$ cat config.mk
export PLATFORM = sky130hd
export DESIGN_NAME = hvs_interlock
export DESIGN_NICKNAME = d
export VERILOG_FILES = /design/src/hvs_pkg.sv /design/src/hvs_interlock.sv
export SDC_FILE = /design/constraint.sdc
export NUM_CORES = 1
export LEC_CHECK = 0
export BUFFER_PORTS_ARGS = -buffer_cell sky130_fd_sc_hd__clkbuf_2
export CORE_MARGIN = 5
export CORE_UTILIZATION = 48
export CTS_CLUSTER_DIAMETER = 50
export DETAILED_ROUTE_END_ITERATION = 10
export PLACE_DENSITY = 0.76
export SYNTH_ARGS = -nofsm -noshare
export SYNTH_HDL_FRONTEND = slang
export SYNTH_SLANG_ARGS = --single-unit
$ cat constraint.sdc
create_clock -name ref_clk_i -period 1.8 [get_ports ref_clk_i]
set_clock_uncertainty 0.15 [all_clocks]
set_input_delay 0.18 -clock ref_clk_i [delete_from_list [all_inputs] [get_ports ref_clk_i]]
set_output_delay 0.18 -clock ref_clk_i [all_outputs]
set_load 0.01 [all_outputs]
$ cat src/hvs_pkg.sv
// Notes on behaviour
// RULE_01 - Panic shutdown removes HV module supply
// RULE_02 - Panic button press latches panic shutdown
// RULE_03 - Ungrounded safety loop enters panic shutdown
// RULE_04 - Ungrounded loop holds shutdown, blocks clearing
// RULE_05 - Red indicators lit exactly during panic
// RULE_06 - HV enable requests ignored during panic
// RULE_07 - Clear panic: panel disable in panel position
// RULE_08 - HV disable always accepted, ramps down
// RULE_09 - Standby key keeps internal power off
// RULE_10 - Key position selects source of edits
// RULE_11 - HV off after power-up unless auto-restore
// RULE_12 - Status clamped low until device ready
// RULE_13 - Ready status follows stored default configuration
// RULE_14 - Status clamps on enabled panic, trip, off
// RULE_15 - Aux input low turns HV off when enabled
// RULE_16 - Aux level passed as alternate setup select
// RULE_17 - Query each module before offering control
// RULE_18 - Up to 16 or 4 modules supported
// RULE_19 - Per-channel enable, ramp, target, trips, readback; code drives one shared hv_enable_o for all modules, with no ramp or target
// RULE_20 - Serial and terminal issue prompt when ready
// RULE_21 - Network responses carry continuation field
// RULE_22 - Network node address from rear switches
// RULE_23 - Synchronise and debounce panic, loop, aux inputs
package hvs_pkg;
    // Register map
    localparam logic [7:0] HVS_CTRL_OFF = 8'h00;
    localparam logic [7:0] HVS_STAT_OFF = 8'h04;
    localparam logic [7:0] HVS_CMD_OFF = 8'h08;
    localparam logic [7:0] HVS_MOD_OFF = 8'h0c;
    localparam logic [7:0] HVS_IF_OFF = 8'h10;
    // Control register fields
    localparam int HVS_CTRL_RESTORE_BIT = 0;
    localparam int HVS_CTRL_ST_PANIC_BIT = 1;
    localparam int HVS_CTRL_ST_TRIP_BIT = 2;
    localparam int HVS_CTRL_ST_OFF_BIT = 3;
    localparam int HVS_CTRL_AUX_OFF_BIT = 4;
    localparam int HVS_CTRL_AUX_ALT_BIT = 5;
    localparam int HVS_CTRL_LARGE_BIT = 6;
    localparam int HVS_CTRL_READY_BIT = 7;
    localparam logic [7:0] HVS_CTRL_RST = 8'h00;
    // Command register fields (write one to act)
    localparam int HVS_CMD_ON_BIT = 0;
    localparam int HVS_CMD_OFF_BIT = 1;
    // Interface register fields
    localparam int HVS_IF_PROMPT_BIT = 0;
    localparam int HVS_IF_CONT_BIT = 1;
    // Module limits
    localparam int HVS_SLOTS = 16;
    localparam logic [4:0] HVS_SLOTS_LARGE = 5'h10;
    localparam logic [4:0] HVS_SLOTS_SMALL = 5'h04;
    // Debounce: 1000 ns at 250 MHz
    localparam int HVS_CLK_MHZ = 250;
    localparam int HVS_DEB_NS = 1000;
    localparam int HVS_DEB_CYC = (HVS_DEB_NS * HVS_CLK_MHZ + 999) / 1000;
    localparam int HVS_DEB_W = 8;
    // Debounced levels after reset equal each pin's idle level, so no false event follows reset
    // Order: aux, loop, panic, on, off; aux idles high (not clamped)
    localparam logic [4:0] HVS_DEB_RST = 5'h10;
    // Key switch positions
    typedef enum logic [1:0] {HVS_KEY_STANDBY, HVS_KEY_HOST, HVS_KEY_PANEL} hvs_key_t;
    // Avalon request bundle
    typedef struct packed {
        logic read;
        logic write;
        logic [7:0] address;
        logic [31:0] writedata;
    } hvs_av_req_t;
    // Panel buttons
    typedef struct packed {
        logic panic_btn;
        logic on_btn;
        logic off_btn;
    } hvs_panel_t;
endpackage

$ cat src/hvs_interlock.sv
// Chosen here: the Avalon-MM interface to the registers and the address map.
module hvs_interlock (
    // Clock and reset
    input wire logic ref_clk_i,
    input wire logic rst_i,
    // Avalon-MM slave
    input wire hvs_pkg::hvs_av_req_t av_req_i,
    output logic [31:0] av_readdata_o,
    output logic av_waitrequest_o,
    // Panel, key and BNC pins (asynchronous)
    input wire hvs_pkg::hvs_panel_t panel_i,
    input wire logic [1:0] key_pos_i,
    input wire logic safety_loop_i,
    input wire logic aux_control_i,
    input wire logic [7:0] node_addr_sw_i,
    // HV modules
    input wire logic [15:0] mod_present_i,
    input wire logic [15:0] mod_trip_i,
    output logic [15:0] mod_query_o,
    output logic [15:0] mod_ctrl_ok_o,
    output logic mod_power_o,
    output logic hv_enable_o,
    output logic alt_setup_o,
    output logic internal_power_o,
    // Indicators and status pin
    output logic panic_led_o,
    output logic status_oe_o,
    output logic status_o,
    output logic host_edit_ok_o,
    output logic panel_edit_ok_o
);
    import hvs_pkg::*;

    // Two-stage synchronisers for the panel, key, loop, aux and node address inputs
    logic [2:0] pnl_s1_reg, pnl_s2_reg;
    logic [1:0] key_s1_reg, key_s2_reg;
    logic loop_s1_reg, loop_s2_reg, aux_s1_reg, aux_s2_reg;
    logic [7:0] node_s1_reg, node_s2_reg;
    always_ff @(posedge ref_clk_i) begin
        pnl_s1_reg <= panel_i;
        pnl_s2_reg <= pnl_s1_reg;
        key_s1_reg <= key_pos_i;
        key_s2_reg <= key_s1_reg;
        loop_s1_reg <= safety_loop_i;
        loop_s2_reg <= loop_s1_reg;
        aux_s1_reg <= aux_control_i;
        aux_s2_reg <= aux_s1_reg;
        node_s1_reg <= node_addr_sw_i;
        node_s2_reg <= node_s1_reg;
    end

    // Debouncers: a level is accepted once stable for the debounce time
    logic [4:0] raw_lvl;
    logic [4:0] deb_reg;
    logic [HVS_DEB_W-1:0] deb_cnt_reg [5];
    assign raw_lvl = {aux_s2_reg, loop_s2_reg, pnl_s2_reg};
    always_ff @(posedge ref_clk_i) begin
        for (int i = 0; i < 5; i++) begin
            if (rst_i) begin
                deb_reg[i] <= HVS_DEB_RST[i];
                deb_cnt_reg[i] <= '0;
            end else if (raw_lvl[i] == deb_reg[i]) begin
                deb_cnt_reg[i] <= '0;
            end else if (deb_cnt_reg[i] == HVS_DEB_W'(HVS_DEB_CYC - 1)) begin
                deb_reg[i] <= raw_lvl[i]; // RULE_23
                deb_cnt_reg[i] <= '0;
            end else begin
                deb_cnt_reg[i] <= deb_cnt_reg[i] + 1'b1;
            end
        end
    end
    logic panic_db, on_db, off_db, loop_open_db, aux_db;
    assign panic_db = deb_reg[2];
    assign on_db = deb_reg[1];
    assign off_db = deb_reg[0];
    assign loop_open_db = deb_reg[3];
    assign aux_db = deb_reg[4];

    // Press edges of buttons
    logic [2:0] btn_prev_reg;
    always_ff @(posedge ref_clk_i) begin
        if (rst_i) begin
            btn_prev_reg <= '0;
        end else begin
            btn_prev_reg <= {panic_db, on_db, off_db};
        end
    end
    logic panic_press, on_press, off_press;
    assign panic_press = panic_db & ~btn_prev_reg[2];
    assign on_press = on_db & ~btn_prev_reg[1];
    assign off_press = off_db & ~btn_prev_reg[0];

    hvs_key_t key_pos;
    assign key_pos = hvs_key_t'(key_s2_reg);

    // Avalon slave: one wait cycle, then answer
    logic [7:0] ctrl_reg;
    logic [1:0] if_reg;
    logic cmd_on_pls, cmd_off_pls;
    logic av_ack_reg;
    logic av_req;
    assign av_req = av_req_i.read | av_req_i.write;
    always_ff @(posedge ref_clk_i) begin
        if (rst_i) begin
            av_ack_reg <= 1'b0;
            av_waitrequest_o <= 1'b1;
        end else begin
            av_ack_reg <= av_req & ~av_ack_reg;
            av_waitrequest_o <= ~(av_req & ~av_ack_reg); // Registered copy of the inverse acknowledge
        end
    end
    logic av_wr;
    assign av_wr = av_req_i.write & av_ack_reg;

    // Control register write
    always_ff @(posedge ref_clk_i) begin
        if (rst_i) begin
            ctrl_reg <= HVS_CTRL_RST;
        end else if (av_wr && av_req_i.address == HVS_CTRL_OFF) begin
            ctrl_reg <= av_req_i.writedata[7:0]; // RULE_13
        end
    end
    // Host commands are single-cycle pulses
    assign cmd_on_pls = av_wr && av_req_i.address == HVS_CMD_OFF && av_req_i.writedata[HVS_CMD_ON_BIT];
    assign cmd_off_pls = av_wr && av_req_i.address == HVS_CMD_OFF && av_req_i.writedata[HVS_CMD_OFF_BIT];

    // Panic latch; set beats clear, and an open loop re-asserts every cycle
    logic panic_reg;
    logic panic_clr;
    assign panic_clr = off_press && key_pos == HVS_KEY_PANEL; // RULE_07
    always_ff @(posedge ref_clk_i) begin
        if (rst_i) begin
            panic_reg <= 1'b0;
        end else if (panic_press || loop_open_db) begin
            panic_reg <= 1'b1; // RULE_02 RULE_03 RULE_04
        end else if (panic_clr) begin
            panic_reg <= 1'b0;
        end
    end

    // Module discovery: walk the slots, querying each present module below the slot limit
    logic [3:0] slot_reg;
    logic [15:0] known_reg;
    logic [4:0] slot_lim;
    assign slot_lim = ctrl_reg[HVS_CTRL_LARGE_BIT] ? HVS_SLOTS_LARGE : HVS_SLOTS_SMALL; // RULE_18
    always_ff @(posedge ref_clk_i) begin
        if (rst_i) begin
            slot_reg <= '0;
            known_reg <= '0;
            mod_query_o <= '0;
        end else begin
            mod_query_o <= '0;
            if ({1'b0, slot_reg} < slot_lim && mod_present_i[slot_reg]) begin
                mod_query_o[slot_reg] <= ~known_reg[slot_reg]; // RULE_17
                known_reg[slot_reg] <= 1'b1;
            end else begin
                known_reg[slot_reg] <= 1'b0;
            end
            slot_reg <= slot_reg + 4'h1;
        end
    end

    // Ready once standby is left and firmware sets the ready bit
    logic ready;
    assign ready = ctrl_reg[HVS_CTRL_READY_BIT] && key_pos != HVS_KEY_STANDBY;

    // HV generation state; off wins, aux low turns off when enabled
    logic hv_on_reg;
    logic restore_done_reg;
    logic on_req, off_req;
    assign on_req = on_press | cmd_on_pls | (ready & ctrl_reg[HVS_CTRL_RESTORE_BIT] & ~restore_done_reg);
    assign off_req = off_press | cmd_off_pls | (ctrl_reg[HVS_CTRL_AUX_OFF_BIT] & ~aux_db);
    always_ff @(posedge ref_clk_i) begin
        if (rst_i) begin
            hv_on_reg <= 1'b0; // RULE_11
            restore_done_reg <= 1'b0;
        end else begin
            if (ready) begin
                restore_done_reg <= 1'b1;
            end
            if (off_req || panic_reg || key_pos == HVS_KEY_STANDBY) begin
                hv_on_reg <= 1'b0; // RULE_08 RULE_15 RULE_06
            end else if (on_req) begin
                hv_on_reg <= 1'b1;
            end
        end
    end

    // Outputs, all registered
    logic any_trip;
    assign any_trip = |(mod_trip_i & known_reg);
    logic st_clamp;
    assign st_clamp = ~ready
        | (ctrl_reg[HVS_CTRL_ST_PANIC_BIT] & panic_reg)
        | (ctrl_reg[HVS_CTRL_ST_TRIP_BIT] & any_trip)
        | (ctrl_reg[HVS_CTRL_ST_OFF_BIT] & ~hv_on_reg); // RULE_12 RULE_14
    always_ff @(posedge ref_clk_i) begin
        if (rst_i) begin
            mod_power_o <= 1'b0;
            hv_enable_o <= 1'b0;
            internal_power_o <= 1'b0;
            panic_led_o <= 1'b0;
            status_oe_o <= 1'b1;
            status_o <= 1'b0;
            alt_setup_o <= 1'b0;
            host_edit_ok_o <= 1'b0;
            panel_edit_ok_o <= 1'b0;
            mod_ctrl_ok_o <= '0;
            av_readdata_o <= '0;
        end else begin
            internal_power_o <= key_pos != HVS_KEY_STANDBY; // RULE_09
            mod_power_o <= ~panic_reg && key_pos != HVS_KEY_STANDBY; // RULE_01
            hv_enable_o <= hv_on_reg; // RULE_19
            panic_led_o <= panic_reg; // RULE_05
            status_oe_o <= st_clamp; // Open drain: float when not clamped
            status_o <= 1'b0;
            alt_setup_o <= ctrl_reg[HVS_CTRL_AUX_ALT_BIT] & aux_db; // RULE_16
            host_edit_ok_o <= key_pos == HVS_KEY_HOST; // RULE_10
            panel_edit_ok_o <= key_pos == HVS_KEY_PANEL;
            mod_ctrl_ok_o <= known_reg & {16{ready}};
            av_readdata_o <= '0;
            if (av_req_i.read && !av_ack_reg) begin
                case (av_req_i.address)
                    HVS_CTRL_OFF: av_readdata_o <= {24'h0, ctrl_reg};
                    HVS_STAT_OFF: av_readdata_o <= {node_s2_reg, 16'h0, key_s2_reg, aux_db,
                        loop_open_db, any_trip, ready, hv_on_reg, panic_reg}; // RULE_22
                    HVS_MOD_OFF: av_readdata_o <= {16'h0, known_reg};
                    HVS_IF_OFF: av_readdata_o <= {30'h0, if_reg};
                    default: av_readdata_o <= '0;
                endcase
            end
        end
    end

    // Firmware ready flags for prompt and continuation field
    always_ff @(posedge ref_clk_i) begin
        if (rst_i) begin
            if_reg <= '0;
        end else if (av_wr && av_req_i.address == HVS_IF_OFF) begin
            if_reg <= av_req_i.writedata[1:0]; // RULE_20 RULE_21
        end
    end
endmodule

==> metrics list, run 1 <==
- Worst hold-check path type: in -> reg
- Summing the areas of all fa, ha and maj instances in the mapped netlist gives 2.543% of the synthesized area.
- For the worst flop-to-flop path, the logic depth is 5.
* Count of input and output buffers: 131
- The total overflow left after global routing is 0.
- Routability-driven placement finished with a final weighted congestion of 0.8404.
* Setup repair after global routing missed its margin: yes
- Remaining number of nets flagged by the antenna check after routing: 0
* Post-route non-filler standard cell count: 1076
- Die extent in x: 129.8 um
- In the synthesized netlist, the cells that appear most often are 137 x dfxtp_1, 112 x nor2_1, 40 x edfxtp_1, 37 x mux2i_1, 34 x nand2_1.
* Worst flop-to-flop path startpoint: slot_reg[1]
* Synthesis-stage register bit count: 177
- Clock tree from TritonCTS: yes
- The first global-routing pass estimated 24660 um of wire.
- After Yosys synthesis, XOR and XNOR cells account for 4.704% of the synthesized area.
- Global routing consumed, over all layers together, 18.68% of the routing resources.
- Fin worst setup slack: -0.1071 ns
- After the first detailed-routing iteration, the DRC count stood at 391.
- Avg Vias per Cell: 4.874
- Complex-gate fraction of the synthesized area: 5.104%
* Insertion delay to the later sink of the worst-skew pair: 0.42 ns
- Most common flop cell mapped by yosys: dfxtp_1
- In the post-synthesis netlist, the biggest area contributors are dfxtp_1 40%, edfxtp_1 17%, nor2_1 6.1%.
* Chip Height: 129.8 um
- Clk sink count: 177
- Synthesized instance count: 643
- Max-cap violations in this run came to 0.
* Hold endpoint: av_readdata_o[3]
- In this run the static leakage power is 4.007 nW.
* Number of nets in the layout: 988
- Busiest layer in global routing: met2
- After floorplanning, the core was divided into 43 placement rows.
* Type of the worst setup path: reg -> reg
- Area of the mapped netlist: 0.006889 mm^2
- Count of synthesis-stage warnings from yosys: 0
- After detailed routing, the number of remaining DRC violations is 0.
- Yosys instantiated no cell more often than dfxtp_1.
* Worst voltage drop across the vdd grid: 0.7010 mV
* Proportion of layout cells with a drive suffix above 1: 29.24%
* Met1 Track Usage GR: 24.19%
- Of the synthesized area, sequential elements account for 57.25%.
* Number of enable flip-flop cells after synthesis: 40
* Clock root buffer master: clkbuf_16
* Vias in the first global route: 5182
* CTS Buf Count: 17
* Die area: 0.01685 mm^2
- Combinational family with the most area after synthesis: simple AND/OR/NAND/NOR gates
- Startpoint of the most critical setup path: slot_reg[1]
- 1st-pass router iterations: 5
- Pwr Density: 912.1 mW/mm^2
- Max reg flops: 40
- Slack of the worst reg-to-reg path: -0.11 ns
* Outcome: finished with violations
- Of the available clock period, the critical path in the final layout requires 105.9%.
- After clock tree synthesis, the clock-pin slew on the worst setup and hold paths is 0.07 ns.
* Min-Delay Startpoint: av_req_i[35]
- Antenna diodes: 0
- STA puts the critical path data required time at 1.95 ns.
* Antenna violations before repair: 0
* Area growth from synthesis to final layout: 32.20%
- Kind of launch point of the worst setup path: flip-flop
* Crit Path Max Fanout: 8
- The biggest area contributor in the post-synthesis netlist is dfxtp_1.
- Counting instances, the worst hold path has a depth of 3.
* Non-Filler Cell Area, Final: 0.009107 mm^2
- H-tree Lvls: 4
- The completed layout was analyzed and its total power is 0.008307 W.
* Via count of the routed design: 5244
- Drt total wl: 15450 um
- Once placement finished, the instance area stood at 0.008147 mm^2.
- DP Cell Count: 1015
- Entering global routing, the biggest net connects 29 pins.
* Longest Clk Path Bufs: 2
- Top-Level Pins: 165
* Slew Viols, Final: 0
* Maximum clock frequency: 524.4 MHz
* Critical R2R Capture: mod_query_o[7]
- Kind of end point of the critical path: flip-flop
- The checks that failed: setup timing.
* Initial core utilization: 49.25%
* Core footprint: 0.01399 mm^2
- Final setup violating endpoints: 12
- GR Layer Usage met3: 4.462%
- After legalization and detailed placement, the total HPWL measured 11400 um.
- Arrival time at the worst endpoint: 2.06 ns
- Number of distinct library cell variants in the gate-level netlist after synthesis: 57
- Area fraction of the dominant cell type after synthesis: 39.81%
* Proportion of register bits with asynchronous set or reset after synthesis: 0%
* Area share of and/or/nand/nor cells after synthesis: 19.83%
* Post-layout minimum cycle time: 1.907 ns
* Detail-routed net length per standard cell: 14.36 um
- For this run, global-route usage on met2 was measured as 30.45%.
* Setup TNS: -1.086 ns
- The portion of synthesized area spent on multiplexers is 6.902%.
- The final-report hold violation count came to 0.
- Mean instance size in the synthesized netlist: 10.71 um^2
-- what timing repair did --
item	CTS	global route
setup buffers	1	2
setup endpoints to repair	17	62
hold buffers	26	0
hold endpoints to repair	31	0
pin swaps	1	1
resized for setup	5	21
-- cell type report --
cell class | instances | area, um^2
fillers | 1109 | 4881
flip-flops and latches | 177 | 3949
multi-input cells | 461 | 2995
repair buffers | 208 | 1324
clock buffers | 18 | 439.2
well taps | 180 | 225.2
clock inverters | 14 | 107.6
inverters | 18 | 67.56
-- through the flow --
step / worst slack (ns) / hold WS, ns / util [%]
floorplan: -0.04056 / 0.05772 / -
global placement: -0.1136 / 0.1325 / 58.24
detailed placement: -0.1525 / 0.1339 / 58.24
CTS: -0.07171 / 0.02280 / 64.23
global route: -0.1472 / 0.03863 / 65.11
finish: -0.1071 / 0.04524 / 65.11
-- report_power, final --
part	total, W	leakage (nW)	switching [W]	internal, W
Combinational	0.000688	2.22	0.000352	0.000335
Sequential	0.00426	1.53	0.0000772	0.00418
Clock	0.00336	0.262	0.00154	0.00182
Total	0.00831	4.01	0.00197	0.00633
-- critical path, cell delays in order, from the launching register on --
cell and delay, ns:
dfxtp_4 0.41, mux2_4 0.32, mux4_2 0.54, a2bb2oi_4 0.19, buf_12 0.16, nor3_4 0.04
-- how the worst max path moves through the flow --
stage / end / cells past startpoint
5_1_grt: mod_query_o[6] / 6
6_report: mod_query_o[7] / 5
4_1_cts: mod_query_o[6] / 4
3_5_place_dp: av_readdata_o[29] / 6
2_1_floorplan: mod_query_o[10] / 5
3_3_place_gp: av_readdata_o[30] / 6
-- cell families after synthesis --
group / after synthesis
xor+xnor: 37
mux: 43
other cells: 2
compound gates: 45
simple gates: 273
flops: 177
buf+inv: 52
fa+ha+maj: 14
-- routing by layer --
| metal | up-vias | share of wire, % |
|---|---|---|
| li1 | 2624 | - |
| met1 | 2425 | 45 |
| met2 | 175 | 47 |
| met3 | 20 | 6.6 |
| met4 | 0 | 1.7 |
| met5 | - | 0 |
-- layout by cell type (no fill, tap or decap), types with 3 or more instances in the layout --
cell | netlist | routed
and2_1 | 17 | 17
or3_4 | 0 | 5
dlygate4sd3_1 | 0 | 26
ha_1 | 14 | 12
xnor2_1 | 22 | 22
clkbuf_2 | 0 | 131
xor2_1 | 15 | 15
a221oi_1 | 4 | 4
buf_4 | 10 | 49
nor3_2 | 0 | 6
nor3b_1 | 6 | 6
nand2_1 | 34 | 34
nor3_4 | 2 | 5
mux4_2 | 3 | 3
nand3_1 | 27 | 27
nor2_1 | 112 | 111
dfxtp_1 | 137 | 135
conb_1 | 2 | 49
clkbuf_16 | 0 | 17
and3_1 | 24 | 24
a21oi_1 | 8 | 8
edfxtp_1 | 40 | 40
nor2b_1 | 7 | 7
and2_2 | 8 | 8
nor3_1 | 15 | 6
clkinv_2 | 0 | 4
clkinvlp_4 | 0 | 4
a22o_1 | 4 | 4
a22oi_1 | 10 | 10
mux2i_1 | 37 | 35
inv_1 | 18 | 18
o21ai_0 | 3 | 3
nand2b_1 | 4 | 4
(Power assumes the default switching activity.)
==> run 2: changes to the inputs <==
- MAX_ROUTING_LAYER: default -> met4
- SKIP_LAST_GASP: default -> 1
==> metrics list, run 2 (synthesized netlist as in run 1, its figures left out) <==
* Outcome: finished with violations
- Violations in the final reports: setup timing
- Drt total wl: 15450 um
* Met1 Track Usage GR: 24.19%
- Proportion of layout cells with a drive suffix above 1: 29.24%
* Insertion delay to the later sink of the worst-skew pair: 0.42 ns
- Leaving out fill and tap cells, the most frequent cells in the layout are 135 x dfxtp_1, 131 x clkbuf_2, 111 x nor2_1.
- Hold endpoint: av_readdata_o[0]
- Core footprint: 0.01399 mm^2
- The final-report hold violation count was 0.
- CTS placed an instance of clkbuf_16 at the clock tree root.
* GR Layer Usage met3: 4.339%
- Critical R2R Capture: mod_query_o[7]
- Final Wtd Congestion: 0.8534
- Worst voltage drop across the vdd grid: 0.6985 mV
- R2R depth: 5
* Min-Delay Startpoint: av_req_i[34]
* Antenna violations before repair: 0
- Worst flop-to-flop path startpoint: slot_reg[1]
- DP Cell Count: 1015
- After layout, the design draws a total of 0.008306 W.
- Antenna diodes: 0
- Data on the critical path is required at its endpoint by 1.95 ns.
- met2 is the most crowded layer.
- Dividing the detail-routed via count by the number of cells gives 4.860.
* Final setup violating endpoints: 12
- Maximum clock frequency: 525.6 MHz
- Counting the fill cells in the layout gives 1109.
- In this run the static leakage power is 4.007 nW.
- The die covers 0.01685 mm^2.
- First-pass GRT wire length: 24670 um
- Measured along the x axis, the die boundary spans 129.8 um.
- The worst setup path is captured at a flip-flop.
- Post-route non-filler standard cell count: 1076
- Max reg flops: 40
- 165 I/O pins were placed.
- Dividing total power by cell area gives a power density of 912.0 mW/mm^2.
* Kind of launch point of the worst setup path: flip-flop
- Initial core utilization: 49.25%
- Summed over all layers, the global routing overflow is 0.
- TritonCTS built the clock tree.
- For this block, the via count after detailed routing is 5229.
- Type of the worst setup path: reg -> reg
- Relative to the synthesized area, the layout overhead comes to 32.20%.
- Across the run, the number of max-cap violations was 0.
* Pin count of the biggest net entering global routing: 29
- H-tree Lvls: 4
* Post-layout minimum cycle time: 1.903 ns
- 1st-pass router iterations: 4
- Hold depth: 3
- Hold is met by 0.04193 ns.
- Setup total negative slack on the finished layout was measured at -1.029 ns.
* Detail-routed net length per standard cell: 14.36 um
- Clock edge transition at the registers on the reported setup and hold paths: 0.06 ns
* Number of placement rows: 43
- Setup repair after global routing missed its margin: yes
- The worst path uses 105.7% of the clock period.
- Worst hold-check path type: in -> reg
* Number of nets in the layout: 988
* Arrival time at the worst endpoint: 2.05 ns
* Remaining number of nets flagged by the antenna check after routing: 0
- In the routed design, unresolved DRC markers number 0.
- Commonest non-fill, non-tap cell in the layout: dfxtp_1
- In the global route stage, met2 resource usage came out at 30.48%.
- Setup slack on the critical path of the routed design comes to -0.1027 ns.
* Crit Path Max Fanout: 8
* Chip Height: 129.8 um
- Global-route usage over all layers: 19.23%
- Longest Clk Path Bufs: 2
- Detail Placement HPWL: 11400 um
- CTS Buf Count: 17
- Slack of the worst reg-to-reg path: -0.10 ns
- Count of input and output buffers: 131
- Vias in the first global route: 5193
* Drt initial violations: 379
- The number of pins with negative max-slew slack in the final report is 0.
* Clk sink count: 177
[run 2: cell counts in the layout (fill, tap and decap cells not counted)]
No cell type changed its count.
[run 2: layout make-up]
type,count,area [um^2],share of cell area (%)
Timing Repair Buffer,208,1324,14.53
Tap cell,180,225.2,2.473
Clock inverter,14,107.6,1.181
Sequential cell,177,3949,43.36
Inverter,18,67.56,0.7419
Multi-Input combinational cell,461,2995,32.89
Clock buffer,18,439.2,4.822
[run 2: per-layer routing]
| metal | vias to the layer above | wire length [um] |
|---|---|---|
| li1 | 2618 | - |
| met1 | 2407 | 6881 |
| met2 | 182 | 7261 |
| met3 | 22 | 1072 |
| met4 | 0 | 235 |
| met5 | - | 0 |
[run 2: worst max-delay path by stage]
stage	cells past startpoint	startpoint	end	slack (ns)
floorplan	5	slot_reg[1]	mod_query_o[10]	-0.04
global placement	6	av_req_i[33]	av_readdata_o[30]	-0.11
detailed placement	6	av_req_i[33]	av_readdata_o[29]	-0.15
CTS	4	slot_reg[1]	mod_query_o[6]	-0.07
global route	6	slot_reg[1]	mod_query_o[6]	-0.15
finish	5	slot_reg[1]	mod_query_o[7]	-0.10
[run 2: critical path, cell delays in order, from the launching register on]
cell,delay (ns)
dfxtp_4,0.40
mux2_4,0.32
mux4_2,0.54
a2bb2oi_4,0.19
buf_12,0.16
nor3_4,0.04
[run 2: metrics by stage]
stage          cell area [um^2]  util [%]  setup WS (ns)
2_1_floorplan              7071         -       -0.04056
3_3_place_gp               8147     58.24        -0.1136
3_5_place_dp               8147     58.24        -0.1525
4_1_cts                    8985     64.23       -0.07171
5_1_grt                    9107     65.11        -0.1472
6_report                   9107     65.11        -0.1027
[run 2: report_power, final]
part	switching [W]	total [W]	leakage, nW	internal (W)
Clock	0.00154	0.00336	0.262	0.00182
Sequential	0.0000768	0.00426	1.53	0.00418
Combinational	0.000353	0.000688	2.22	0.000335
Total	0.00197	0.00831	4.01	0.00634
[run 2: what timing repair did]
item / in CTS / in global routing
gates resized for setup: 5 / 21
cloned: 0 / 0
endpoints found under the hold margin: 31 / 0
hold buffers: 26 / 0
buffers inserted: 1 / 2
pin swaps: 1 / 1
endpoints found under the setup margin: 17 / 63
